$ cat config.mk
export PLATFORM = sky130hd
export DESIGN_NAME = ohm_engine
export DESIGN_NICKNAME = d
export VERILOG_FILES = /design/src/rtl/ohm_pkg.sv /design/src/rtl/ohm_rx.sv /design/src/rtl/ohm_engine.sv
export VERILOG_INCLUDE_DIRS = /design/src /design/src/rtl
export SDC_FILE = /design/constraint.sdc
export NUM_CORES = 1
export LEC_CHECK = 0
export ABC_AREA = 0
export BUFFER_PORTS_ARGS = -buffer_cell sky130_fd_sc_hd__buf_2
export CAP_MARGIN = 20
export CORE_MARGIN = 2
export CORE_UTILIZATION = 50
export DETAILED_ROUTE_END_ITERATION = 8
export PLACE_DENSITY = 0.74
export SLEW_MARGIN = 20
export SYNTH_ARGS = -nofsm -noshare
export SYNTH_HDL_FRONTEND = slang
export SYNTH_HIERARCHICAL = 1
export SYNTH_SLANG_ARGS = --single-unit
$ cat constraint.sdc
create_clock -name clk_sys -period 3.15 [get_ports clk_sys]
set_input_delay 0.1575 -clock clk_sys [delete_from_list [all_inputs] [get_ports clk_sys]]
set_output_delay 0.1575 -clock clk_sys [all_outputs]
set_load 0.01 [all_outputs]
$ cat src/rtl/ohm_consts.svh
// Constants of the overhead message engine: octet codes, limits and time-outs.
`ifndef OHM_CONSTS_SVH
`define OHM_CONSTS_SVH
`define OHM_FLAG 8'h7e
`define OHM_ESC 8'h7d
`define OHM_XOR 8'h20
`define OHM_CRC_INIT 16'hffff
`define OHM_CRC_POLY 16'h8408
`define OHM_MAX_LEN 1024
`define OHM_PRI_RSVD 2'h3
`define OHM_CLK_KHZ 125000
`define OHM_TO1_MS 400
`define OHM_TO2_MS 800
`define OHM_TO3_MS 1000
`define OHM_TO1_CYC (`OHM_TO1_MS * `OHM_CLK_KHZ)
`define OHM_TO2_CYC (`OHM_TO2_MS * `OHM_CLK_KHZ)
`define OHM_TO3_CYC (`OHM_TO3_MS * `OHM_CLK_KHZ)
`endif

$ cat src/rtl/ohm_pkg.sv
// Types and the frame check function shared by the overhead message engine.
`include "ohm_consts.svh"
package ohm_pkg;
    // Transmit sequencer states.
    typedef enum logic [2:0] {
        S_FLAG = 3'b000,
        S_ADDR = 3'b001,
        S_CTRL = 3'b010,
        S_DATA = 3'b011,
        S_FCSH = 3'b100,
        S_FCSL = 3'b101
    } ohm_txst_t;

    // Message posted by the management protocol function.
    typedef struct packed {
        logic [1:0] pri;
        logic resp;
        logic [10:0] len;
    } ohm_post_t;

    // Verdict on a received frame, shown with the end pulse.
    typedef struct packed {
        logic good;
        logic [1:0] pri;
        logic resp;
        logic seq;
        logic repeated;
    } ohm_dlv_t;

    // One octet step of the reflected 16-bit HDLC frame check.
    function automatic logic [15:0] ohm_crc(input logic [15:0] c, input logic [7:0] d);
        logic [15:0] r;
        r = c;
        for (int i = 0; i < 8; i++) begin
            r = (r[0] ^ d[i]) ? ((r >> 1) ^ `OHM_CRC_POLY) : (r >> 1);
        end
        return r;
    endfunction : ohm_crc
endpackage : ohm_pkg

$ cat src/rtl/ohm_rx.sv
// Receive deframer: flag hunt, transparency removal, frame check and field validation.
`timescale 1ns/1ps
`default_nettype none
module ohm_rx import ohm_pkg::*; (
    // Clock, reset and enable.
    input wire logic clk_sys,
    input wire logic nrst,
    input wire logic clkEn,
    // Incoming overhead octets.
    input wire logic rxValid,
    input wire logic [7:0] rxOctet,
    // Delivery to the management protocol function.
    output logic dlvValid,
    output logic [7:0] dlvData,
    output logic dlvEnd,
    output ohm_dlv_t dlvInfo
);
    logic hunt_r;
    logic esc_r;
    logic [10:0] cnt_r;
    logic [1:0] fill_r;
    logic [7:0] addr_r;
    logic [7:0] ctrl_r;
    logic [7:0] hold0_r;
    logic [7:0] hold1_r;
    logic [15:0] crc_r;
    logic [5:0] seen_r;
    logic [5:0] lastSeq_r;

    // Octet classification and the checks made when a flag closes a frame.
    wire step = clkEn & rxValid;
    wire isFlag = rxOctet == `OHM_FLAG;
    wire isEsc = rxOctet == `OHM_ESC;
    wire [7:0] plain = esc_r ? (rxOctet ^ `OHM_XOR) : rxOctet;
    wire closing = step & isFlag & ~hunt_r & (cnt_r != 11'h000);
    wire [2:0] slot = {addr_r[1:0], ctrl_r[1]};
    wire slotInRange = slot < 3'h6;
    wire [2:0] slotIdx = slotInRange ? slot : 3'h0;
    wire hdrOk = (addr_r[7:2] == 6'h00) & (addr_r[1:0] != `OHM_PRI_RSVD) & (ctrl_r[7:2] == 6'h00);
    wire fcsOk = {hold0_r, hold1_r} == ~crc_r;
    wire sizeOk = (cnt_r >= 11'h004) & (cnt_r <= 11'(`OHM_MAX_LEN + 4));
    wire good = closing & ~esc_r & hdrOk & fcsOk & sizeOk & (fill_r == 2'h2);
    wire emit = step & ~hunt_r & ~isFlag & ~(isEsc & ~esc_r) & (cnt_r >= 11'h002) & (fill_r == 2'h2);

    // Framing state: a flag opens a frame, escape then flag aborts it.
    always_ff @(posedge clk_sys or negedge nrst) begin
        if (!nrst) begin
            hunt_r <= 1'b1;
            esc_r <= 1'b0;
            cnt_r <= 11'h000;
            fill_r <= 2'h0;
            addr_r <= 8'h00;
            ctrl_r <= 8'h00;
            hold0_r <= 8'h00;
            hold1_r <= 8'h00;
            crc_r <= `OHM_CRC_INIT;
        end else if (step) begin
            if (isFlag) begin
                hunt_r <= 1'b0;
                esc_r <= 1'b0;
                cnt_r <= 11'h000;
                fill_r <= 2'h0;
                crc_r <= `OHM_CRC_INIT;
            end else if (!hunt_r && isEsc && !esc_r) begin
                esc_r <= 1'b1;
            end else if (!hunt_r) begin
                esc_r <= 1'b0;
                if (cnt_r != 11'h7ff) begin
                    cnt_r <= cnt_r + 11'h001;
                end
                if (cnt_r == 11'h000) begin
                    addr_r <= plain;
                    crc_r <= ohm_crc(crc_r, plain);
                end else if (cnt_r == 11'h001) begin
                    ctrl_r <= plain;
                    crc_r <= ohm_crc(crc_r, plain);
                end else begin
                    hold0_r <= hold1_r;
                    hold1_r <= plain;
                    fill_r <= (fill_r == 2'h2) ? 2'h2 : fill_r + 2'h1;
                    if (fill_r == 2'h2) begin
                        crc_r <= ohm_crc(crc_r, hold0_r);
                    end
                end
            end
        end
    end

    // Payload octets leave two octets late so the check octets never reach the user.
    always_ff @(posedge clk_sys or negedge nrst) begin
        if (!nrst) begin
            dlvValid <= 1'b0;
            dlvData <= 8'h00;
            dlvEnd <= 1'b0;
            dlvInfo <= '0;
        end else if (clkEn) begin
            dlvValid <= emit;
            if (emit) begin
                dlvData <= hold0_r;
            end
            dlvEnd <= closing;
            if (closing) begin
                // A reserved priority gives a slot past the table, so it never reads as repeated.
                dlvInfo <= '{good: good, pri: addr_r[1:0], resp: ctrl_r[1], seq: ctrl_r[0],
                             repeated: slotInRange & seen_r[slotIdx] & (lastSeq_r[slotIdx] == ctrl_r[0])};
            end
        end
    end

    // Last accepted sequence bit per priority and message type.
    always_ff @(posedge clk_sys or negedge nrst) begin
        if (!nrst) begin
            seen_r <= 6'h00;
            lastSeq_r <= 6'h00;
        end else if (clkEn && good) begin
            seen_r[slotIdx] <= 1'b1;
            lastSeq_r[slotIdx] <= ctrl_r[0];
        end
    end
endmodule : ohm_rx
`default_nettype wire

$ cat src/rtl/ohm_engine.sv
// Overhead message engine: prioritised framer with time-outs, retries and receive path.
//
// Behaviour
// Address low bits carry priority 00/01/10.
// Never send 11; upper address bits zero.
// Time-outs 400 ms, 800 ms, 1 s.
// Control bit 1: command 0, response 1.
// Other control bits above 1 are zero.
// New command inverts its sequence bit.
// New response inverts its own sequence bit.
// One outstanding command per priority.
// Time-out resends command, same sequence bit.
// Give up after configurable retry count.
// Timer runs from last octet sent.
// Append check octets, escape, flag fill.
// One flag may close and open.
// Highest pending priority is sent first.
// Abort lower frame with escape then flag.
// Finished lower message keeps its timer.
// Aborted message resent, same sequence bit.
// Receiver hunts frames on octet boundaries.
// Drop invalid frames and bad check.
// Drop frames with bad address or control.
// Sequence bit flags repeated frames.
// Deliver good frames; accept prioritised messages.
// Frame: flag, address, control, payload, check, flag.
// Payload at most 1024 octets.
// HDLC CRC-16, 7D escape, flag fill.
// Per-priority timer, sequence bit and retry count.
`timescale 1ns/1ps
`default_nettype none
module ohm_engine import ohm_pkg::*; #(
    parameter int unsigned TO1_CYC = `OHM_TO1_CYC,
    parameter int unsigned TO2_CYC = `OHM_TO2_CYC,
    parameter int unsigned TO3_CYC = `OHM_TO3_CYC,
    parameter int RETRY_W = 4,
    parameter int LEN_W = 11
) (
    // Clock, reset and enable.
    input wire logic clk_sys,
    input wire logic nrst,
    input wire logic clkEn,
    // Message posting and slot occupancy.
    input wire logic postValid,
    input wire ohm_post_t postReq,
    output logic [5:0] slotBusy,
    // Payload fetch from the poster's message store.
    output logic [2:0] srcSlot,
    output logic [LEN_W-1:0] srcIdx,
    input wire logic [7:0] srcData,
    // Command outcome.
    input wire logic [RETRY_W-1:0] retryLimit,
    output logic [2:0] cmdAcked,
    output logic [2:0] cmdAbandoned,
    // Transmit overhead octets.
    input wire logic txTake,
    output logic [7:0] txOctet,
    // Receive overhead octets.
    input wire logic rxValid,
    input wire logic [7:0] rxOctet,
    // Delivery of received messages.
    output logic dlvValid,
    output logic [7:0] dlvData,
    output logic dlvEnd,
    output ohm_dlv_t dlvInfo
);
    localparam logic [26:0] TO_LOAD [3] = '{27'(TO1_CYC - 1), 27'(TO2_CYC - 1), 27'(TO3_CYC - 1)};

    logic [5:0] need_r;
    logic [5:0] seq_r;
    logic [LEN_W-1:0] len_r [6];
    logic [26:0] tmr_r [3];
    logic [2:0] armed_r;
    logic [RETRY_W-1:0] retry_r [3];
    ohm_txst_t st_r;
    logic [2:0] cur_r;
    logic escPend_r;
    logic [7:0] escByte_r;
    logic [15:0] crc_r;

    // Lowest slot index wins: priority 0 first, and a command ahead of a response of its level.
    function automatic logic [3:0] pick_slot(input logic [5:0] pend);
        logic [3:0] r;
        r = 4'h0;
        for (int s = 5; s >= 0; s--) begin
            if (pend[s]) begin
                r = {1'b1, 3'(s)};
            end
        end
        return r;
    endfunction : pick_slot

    // Selection of the next frame and pre-emption of the one on the line.
    wire [3:0] pickRes = pick_slot(need_r);
    wire pickOk = pickRes[3];
    wire [2:0] pickSlot = pickRes[2:0];
    wire inFrame = st_r != S_FLAG;
    wire step = clkEn & txTake;
    wire preempt = inFrame & pickOk & (pickSlot[2:1] < cur_r[2:1]);
    wire contentStep = step & ~escPend_r & ~preempt;

    // Octet content of each field, escaped when it looks like a flag or escape.
    wire [7:0] addrOct = {6'h00, cur_r[2:1]};
    wire [7:0] ctrlOct = {6'h00, cur_r[0], seq_r[cur_r]};
    wire [7:0] rawOct = (st_r == S_ADDR) ? addrOct :
                        (st_r == S_CTRL) ? ctrlOct :
                        (st_r == S_DATA) ? srcData :
                        (st_r == S_FCSH) ? ~crc_r[15:8] : ~crc_r[7:0];
    wire needEsc = (rawOct == `OHM_FLAG) | (rawOct == `OHM_ESC);
    wire emptyMsg = len_r[cur_r] == '0;
    wire lastData = srcIdx == LEN_W'(len_r[cur_r] - 1'b1);
    wire isFcs = (st_r == S_FCSH) | (st_r == S_FCSL);
    wire ohm_txst_t stNext = (st_r == S_ADDR) ? S_CTRL :
                             (st_r == S_CTRL) ? (emptyMsg ? S_FCSH : S_DATA) :
                             (st_r == S_DATA) ? (lastData ? S_FCSH : S_DATA) :
                             (st_r == S_FCSH) ? S_FCSL : S_FLAG;
    wire frameEnd = contentStep & (st_r == S_FCSL);

    // Per-slot and per-priority events.
    wire [2:0] postSlot = {postReq.pri, postReq.resp};
    wire postOk = clkEn & postValid & (postReq.pri != `OHM_PRI_RSVD) &
                  (postReq.len <= 11'(`OHM_MAX_LEN));
    wire respIn = clkEn & dlvEnd & dlvInfo.good & dlvInfo.resp;
    logic [5:0] postHit;
    logic [5:0] sentDone;
    logic [2:0] ackHit;
    logic [2:0] expire;
    logic [2:0] giveUp;
    logic [5:0] endSlot;
    logic [5:0] resendSlot;

    // Decode of the events that move the slot state.
    always_comb begin
        for (int s = 0; s < 6; s++) begin
            postHit[s] = postOk & (postSlot == 3'(s)) & ~slotBusy[s];
            sentDone[s] = frameEnd & (cur_r == 3'(s));
        end
        for (int p = 0; p < 3; p++) begin
            ackHit[p] = respIn & (dlvInfo.pri == 2'(p)) & slotBusy[2*p];
            expire[p] = clkEn & armed_r[p] & (tmr_r[p] == 27'h0000000) & ~ackHit[p];
            giveUp[p] = expire[p] & (retry_r[p] == retryLimit);
        end
        for (int s = 0; s < 6; s++) begin
            endSlot[s] = s[0] ? sentDone[s] : (ackHit[s/2] | giveUp[s/2]);
            resendSlot[s] = s[0] ? 1'b0 : (expire[s/2] & ~giveUp[s/2]);
        end
    end

    // Slot occupancy, pending-send flags, sequence bits and lengths.
    always_ff @(posedge clk_sys or negedge nrst) begin
        if (!nrst) begin
            slotBusy <= 6'h00;
            need_r <= 6'h00;
            seq_r <= 6'h00;
            for (int s = 0; s < 6; s++) begin
                len_r[s] <= '0;
            end
        end else if (clkEn) begin
            slotBusy <= (slotBusy & ~endSlot) | postHit;
            need_r <= (need_r & ~sentDone & ~endSlot) | postHit | resendSlot;
            seq_r <= seq_r ^ postHit;
            for (int s = 0; s < 6; s++) begin
                if (postHit[s]) begin
                    len_r[s] <= LEN_W'(postReq.len);
                end
            end
        end
    end

    // Per-priority response timers and retry counts.
    always_ff @(posedge clk_sys or negedge nrst) begin
        if (!nrst) begin
            armed_r <= 3'h0;
            cmdAcked <= 3'h0;
            cmdAbandoned <= 3'h0;
            for (int p = 0; p < 3; p++) begin
                tmr_r[p] <= 27'h0000000;
                retry_r[p] <= '0;
            end
        end else if (clkEn) begin
            cmdAcked <= ackHit;
            cmdAbandoned <= giveUp;
            for (int p = 0; p < 3; p++) begin
                if (sentDone[2*p] && slotBusy[2*p] && !ackHit[p]) begin
                    armed_r[p] <= 1'b1;
                    tmr_r[p] <= TO_LOAD[p];
                end else if (ackHit[p] || expire[p]) begin
                    armed_r[p] <= 1'b0;
                end else if (armed_r[p]) begin
                    tmr_r[p] <= tmr_r[p] - 27'h0000001;
                end
                if (postHit[2*p]) begin
                    retry_r[p] <= '0;
                end else if (resendSlot[2*p]) begin
                    retry_r[p] <= retry_r[p] + 1'b1;
                end
            end
        end
    end

    // Transmit sequencer: flag fill, fields, escapes and aborts.
    always_ff @(posedge clk_sys or negedge nrst) begin
        if (!nrst) begin
            st_r <= S_FLAG;
            cur_r <= 3'h0;
            escPend_r <= 1'b0;
            escByte_r <= 8'h00;
            crc_r <= `OHM_CRC_INIT;
            txOctet <= `OHM_FLAG;
            srcSlot <= 3'h0;
            srcIdx <= '0;
        end else if (step) begin
            if (escPend_r) begin
                txOctet <= escByte_r ^ `OHM_XOR;
                escPend_r <= 1'b0;
            end else if (preempt) begin
                txOctet <= `OHM_ESC;
                st_r <= S_FLAG;
            end else if (!inFrame) begin
                txOctet <= `OHM_FLAG;
                if (pickOk) begin
                    cur_r <= pickSlot;
                    srcSlot <= pickSlot;
                    srcIdx <= '0;
                    crc_r <= `OHM_CRC_INIT;
                    st_r <= S_ADDR;
                end
            end else begin
                txOctet <= needEsc ? `OHM_ESC : rawOct;
                escPend_r <= needEsc;
                escByte_r <= rawOct;
                crc_r <= isFcs ? crc_r : ohm_crc(crc_r, rawOct);
                st_r <= stNext;
                if (st_r == S_DATA) begin
                    srcIdx <= srcIdx + 1'b1;
                end
            end
        end
    end

    // Receive path.
    ohm_rx uRx (
        .clk_sys(clk_sys),
        .nrst(nrst),
        .clkEn(clkEn),
        .rxValid(rxValid),
        .rxOctet(rxOctet),
        .dlvValid(dlvValid),
        .dlvData(dlvData),
        .dlvEnd(dlvEnd),
        .dlvInfo(dlvInfo)
    );
endmodule : ohm_engine
`default_nettype wire

==> reports/results.ini <==
[yosys]
synth_edf_count = 0
ys_warn_count = 6
synth_cell_types = 92
ys_ff_latch = 327
synth-main-ff-cell = dfrtp_1
avgSynthCellArea_um2 = 10.33
yosysSeqAreaShare = 0.4660
synth_nets = 1769
syn_inst = 1710
synth.cell_area_um2 = 17660
synthArstFlopShare = 1.000

[outcome]
status = complete, no violations

[global_routing]
grt_pass1_wl_mm = 70.79
grt_pass1_vias = 13674
antenna_found_initial = 0
overflow = 0
grt_max_degree = 107
grt.total_usage = 0.2388

[placement]
dp_hpwl_mm = 30.65
dp.cells = 2254
placed_cell_area_um2 = 19010
place.port_buffers = 89
gp_congestion = 0.9392
pre_cts_slack_ps = 53.91

[clocking]
clkTransAtPathRegs_ps = 60
htree_num_levels = 2
cts-buffers-inserted = 36
cts_sinks = 327
cts_root_buf = clkbuf_16
clk_latency_ps = 540
clock_path_buffers = 3
cts_tree = done

[power]
ir_drop_uv = 556.4
power.density_nw_per_um2 = 757.8
p_leak_nw = 9.631

[worst_setup_path]
start_kind = register
critPathKind = reg -> reg
required_ps = 3590
cp.arrival_ps = 3490
reg2regPathDepth = 9
worstPathMaxFanout = 5
end_kind = register

[route]
routed_wl_mm = 43.11
initialDrtViolationCount = 940
via_per_inst = 5.844
num_vias = 13668
antenna_left = 0
routedWlPerCell_um = 18.43
drc = 0
dr.pass1.iters = 5

[floorplan]
fp.dieW_um = 192.0
core_um2 = 34630
boundaryPins = 90
start_util = 0.5101
dieHeight_um = 192.0
die-area_um2 = 36850
rows = 68

[finish]
final_cell_mix = dfrtp_1 (288), nand2_1 (199), nor2_1 (115), xnor2_1 (106), mux2_2 (100)
fillerInstances = 2823
seq_area_um2 = 8232
mostFrequentLayoutCell = dfrtp_1
layout.nets = 1917
instances_no_fill = 2339
antenna_cells = 0
multi_input_area_um2 = 8974
drive_gt1_frac = 0.2235
syn_to_final_growth_pct = 15.62
design_area_um2 = 20420

[sta]
tightest_slew_ps = 821.4
setup_viol = 0
fin_worst_skew_ps = 29.90
final.setup.worst_slack_ps = 93.26
finalCriticalPeriod_ps = 3057
final_max_slew_viol_count = 0
fin_hold_ws_ps = 51.74
finalCritPeriodShare = 0.9704
fmax_mhz = 327.1
hold_violations = 0
slew_headroom = 0.4524

[run]
drv_cap = 0

[min_path]
hold_path_depth = 2
min_path_type = in -> reg

what timing repair did:
item,CTS,global route
resized for setup,0,13
hold buffers,18,0
hold endpoints to repair,159,0
setup buffers,0,3
setup endpoints to repair,0,20
power breakdown:
part           switching (mW)  total, mW  internal (mW)
clock network            1.71       4.12           2.41
registers               0.846       5.95           5.11
logic                    2.76       5.41           2.65
total                    5.31       15.5           10.2
layer usage:
metal  routed length [um]  share of wire  track usage
met5                    0              0            0
met4                 1226          0.028      0.08018
met3                 2551          0.059      0.03508
met2                20420           0.47       0.3941
met1                18920           0.44       0.3233
cells in the mapped netlist (24+ instances only):
| cell | number | area, um^2 |
|---|---|---|
| xor2_1 | 83 | 727.0 |
| a21oi_1 | 42 | 210.2 |
| o21ai_0 | 68 | 340.3 |
| nor2_1 | 115 | 431.7 |
| nand4_1 | 24 | 150.1 |
| buf_2 | 27 | 135.1 |
| nand3_1 | 48 | 240.2 |
| xnor2_1 | 106 | 928.4 |
| nor3_1 | 50 | 250.2 |
| or3_1 | 33 | 206.5 |
| mux2_2 | 100 | 1126 |
| nand2_1 | 199 | 747.0 |
| dfrtp_1 | 288 | 7207 |
| mux2i_1 | 36 | 360.4 |
| clkbuf_1 | 49 | 183.9 |
| inv_1 | 48 | 180.2 |
| or4_1 | 26 | 195.2 |
| dfstp_2 | 39 | 1025 |
flip-flops by register name, indices dropped and copies added (netlist names), 11 cells and up:
| register | flops |
|---|---|
| crc_r | 16 |
| len_r | 66 |
| retry_r | 12 |
| srcIdx | 11 |
| tmr_r | 81 |
| uRx/cnt_r | 11 |
| uRx/crc_r | 16 |
stage by stage:
stage / power (mW) / TNS [ps] / utilization
after global routing: 16.40 / -163.1 / 0.5898
after detailed placement: 11.27 / 0 / 0.5489
final: 15.48 / 0 / 0.5898
after floorplan: 9.742 / 0 / -
after CTS: 15.47 / 0 / 0.5872
after global placement: 11.10 / 0 / 0.5489
area by class of cell:
cell class	count	area share
flip-flops and latches	327	0.4031
repair buffers	193	0.06476
multi-input cells	1252	0.4394
clock buffers	53	0.05171
inverters	48	0.008822
clock inverters	11	0.004411
well taps	455	0.02787
worst paths after layout:
check                      slack, ps             end     startpoint
max                               90       tmr_r[46]      need_r[0]
min in group asynchronous        290        len_r[3]           nrst
max reg2reg                       90       tmr_r[46]      need_r[0]
min reg2reg                      470   uRx/seen_r[5]  uRx/seen_r[5]
min                               50  uRx/hold1_r[2]     rxOctet[2]
max in group asynchronous       1920      txOctet[5]           nrst
worst max-delay path, stage by stage (launching register included):
cell and delay [ps]:
dfrtp_1 370, or4_4 570, a21oi_2 190, ha_4 180, a2111o_1 260, a41oi_2 170
or4b_4 550, buf_4 180, or3_1 340, a21oi_1 160
kinds of logic after synthesis:
group / count (synthesis) / share of synthesized area
AOI/OAI and AO/OA: 265 / 0.1033
muxes: 150 / 0.09817
xor gates and xnor gates: 200 / 0.1076
and+or+nand+nor: 618 / 0.1806
DFF: 327 / 0.4660
buffers and inverters: 131 / 0.03081
adders and majority gates: 19 / 0.01346
Power figures use the tool's default switching activity.
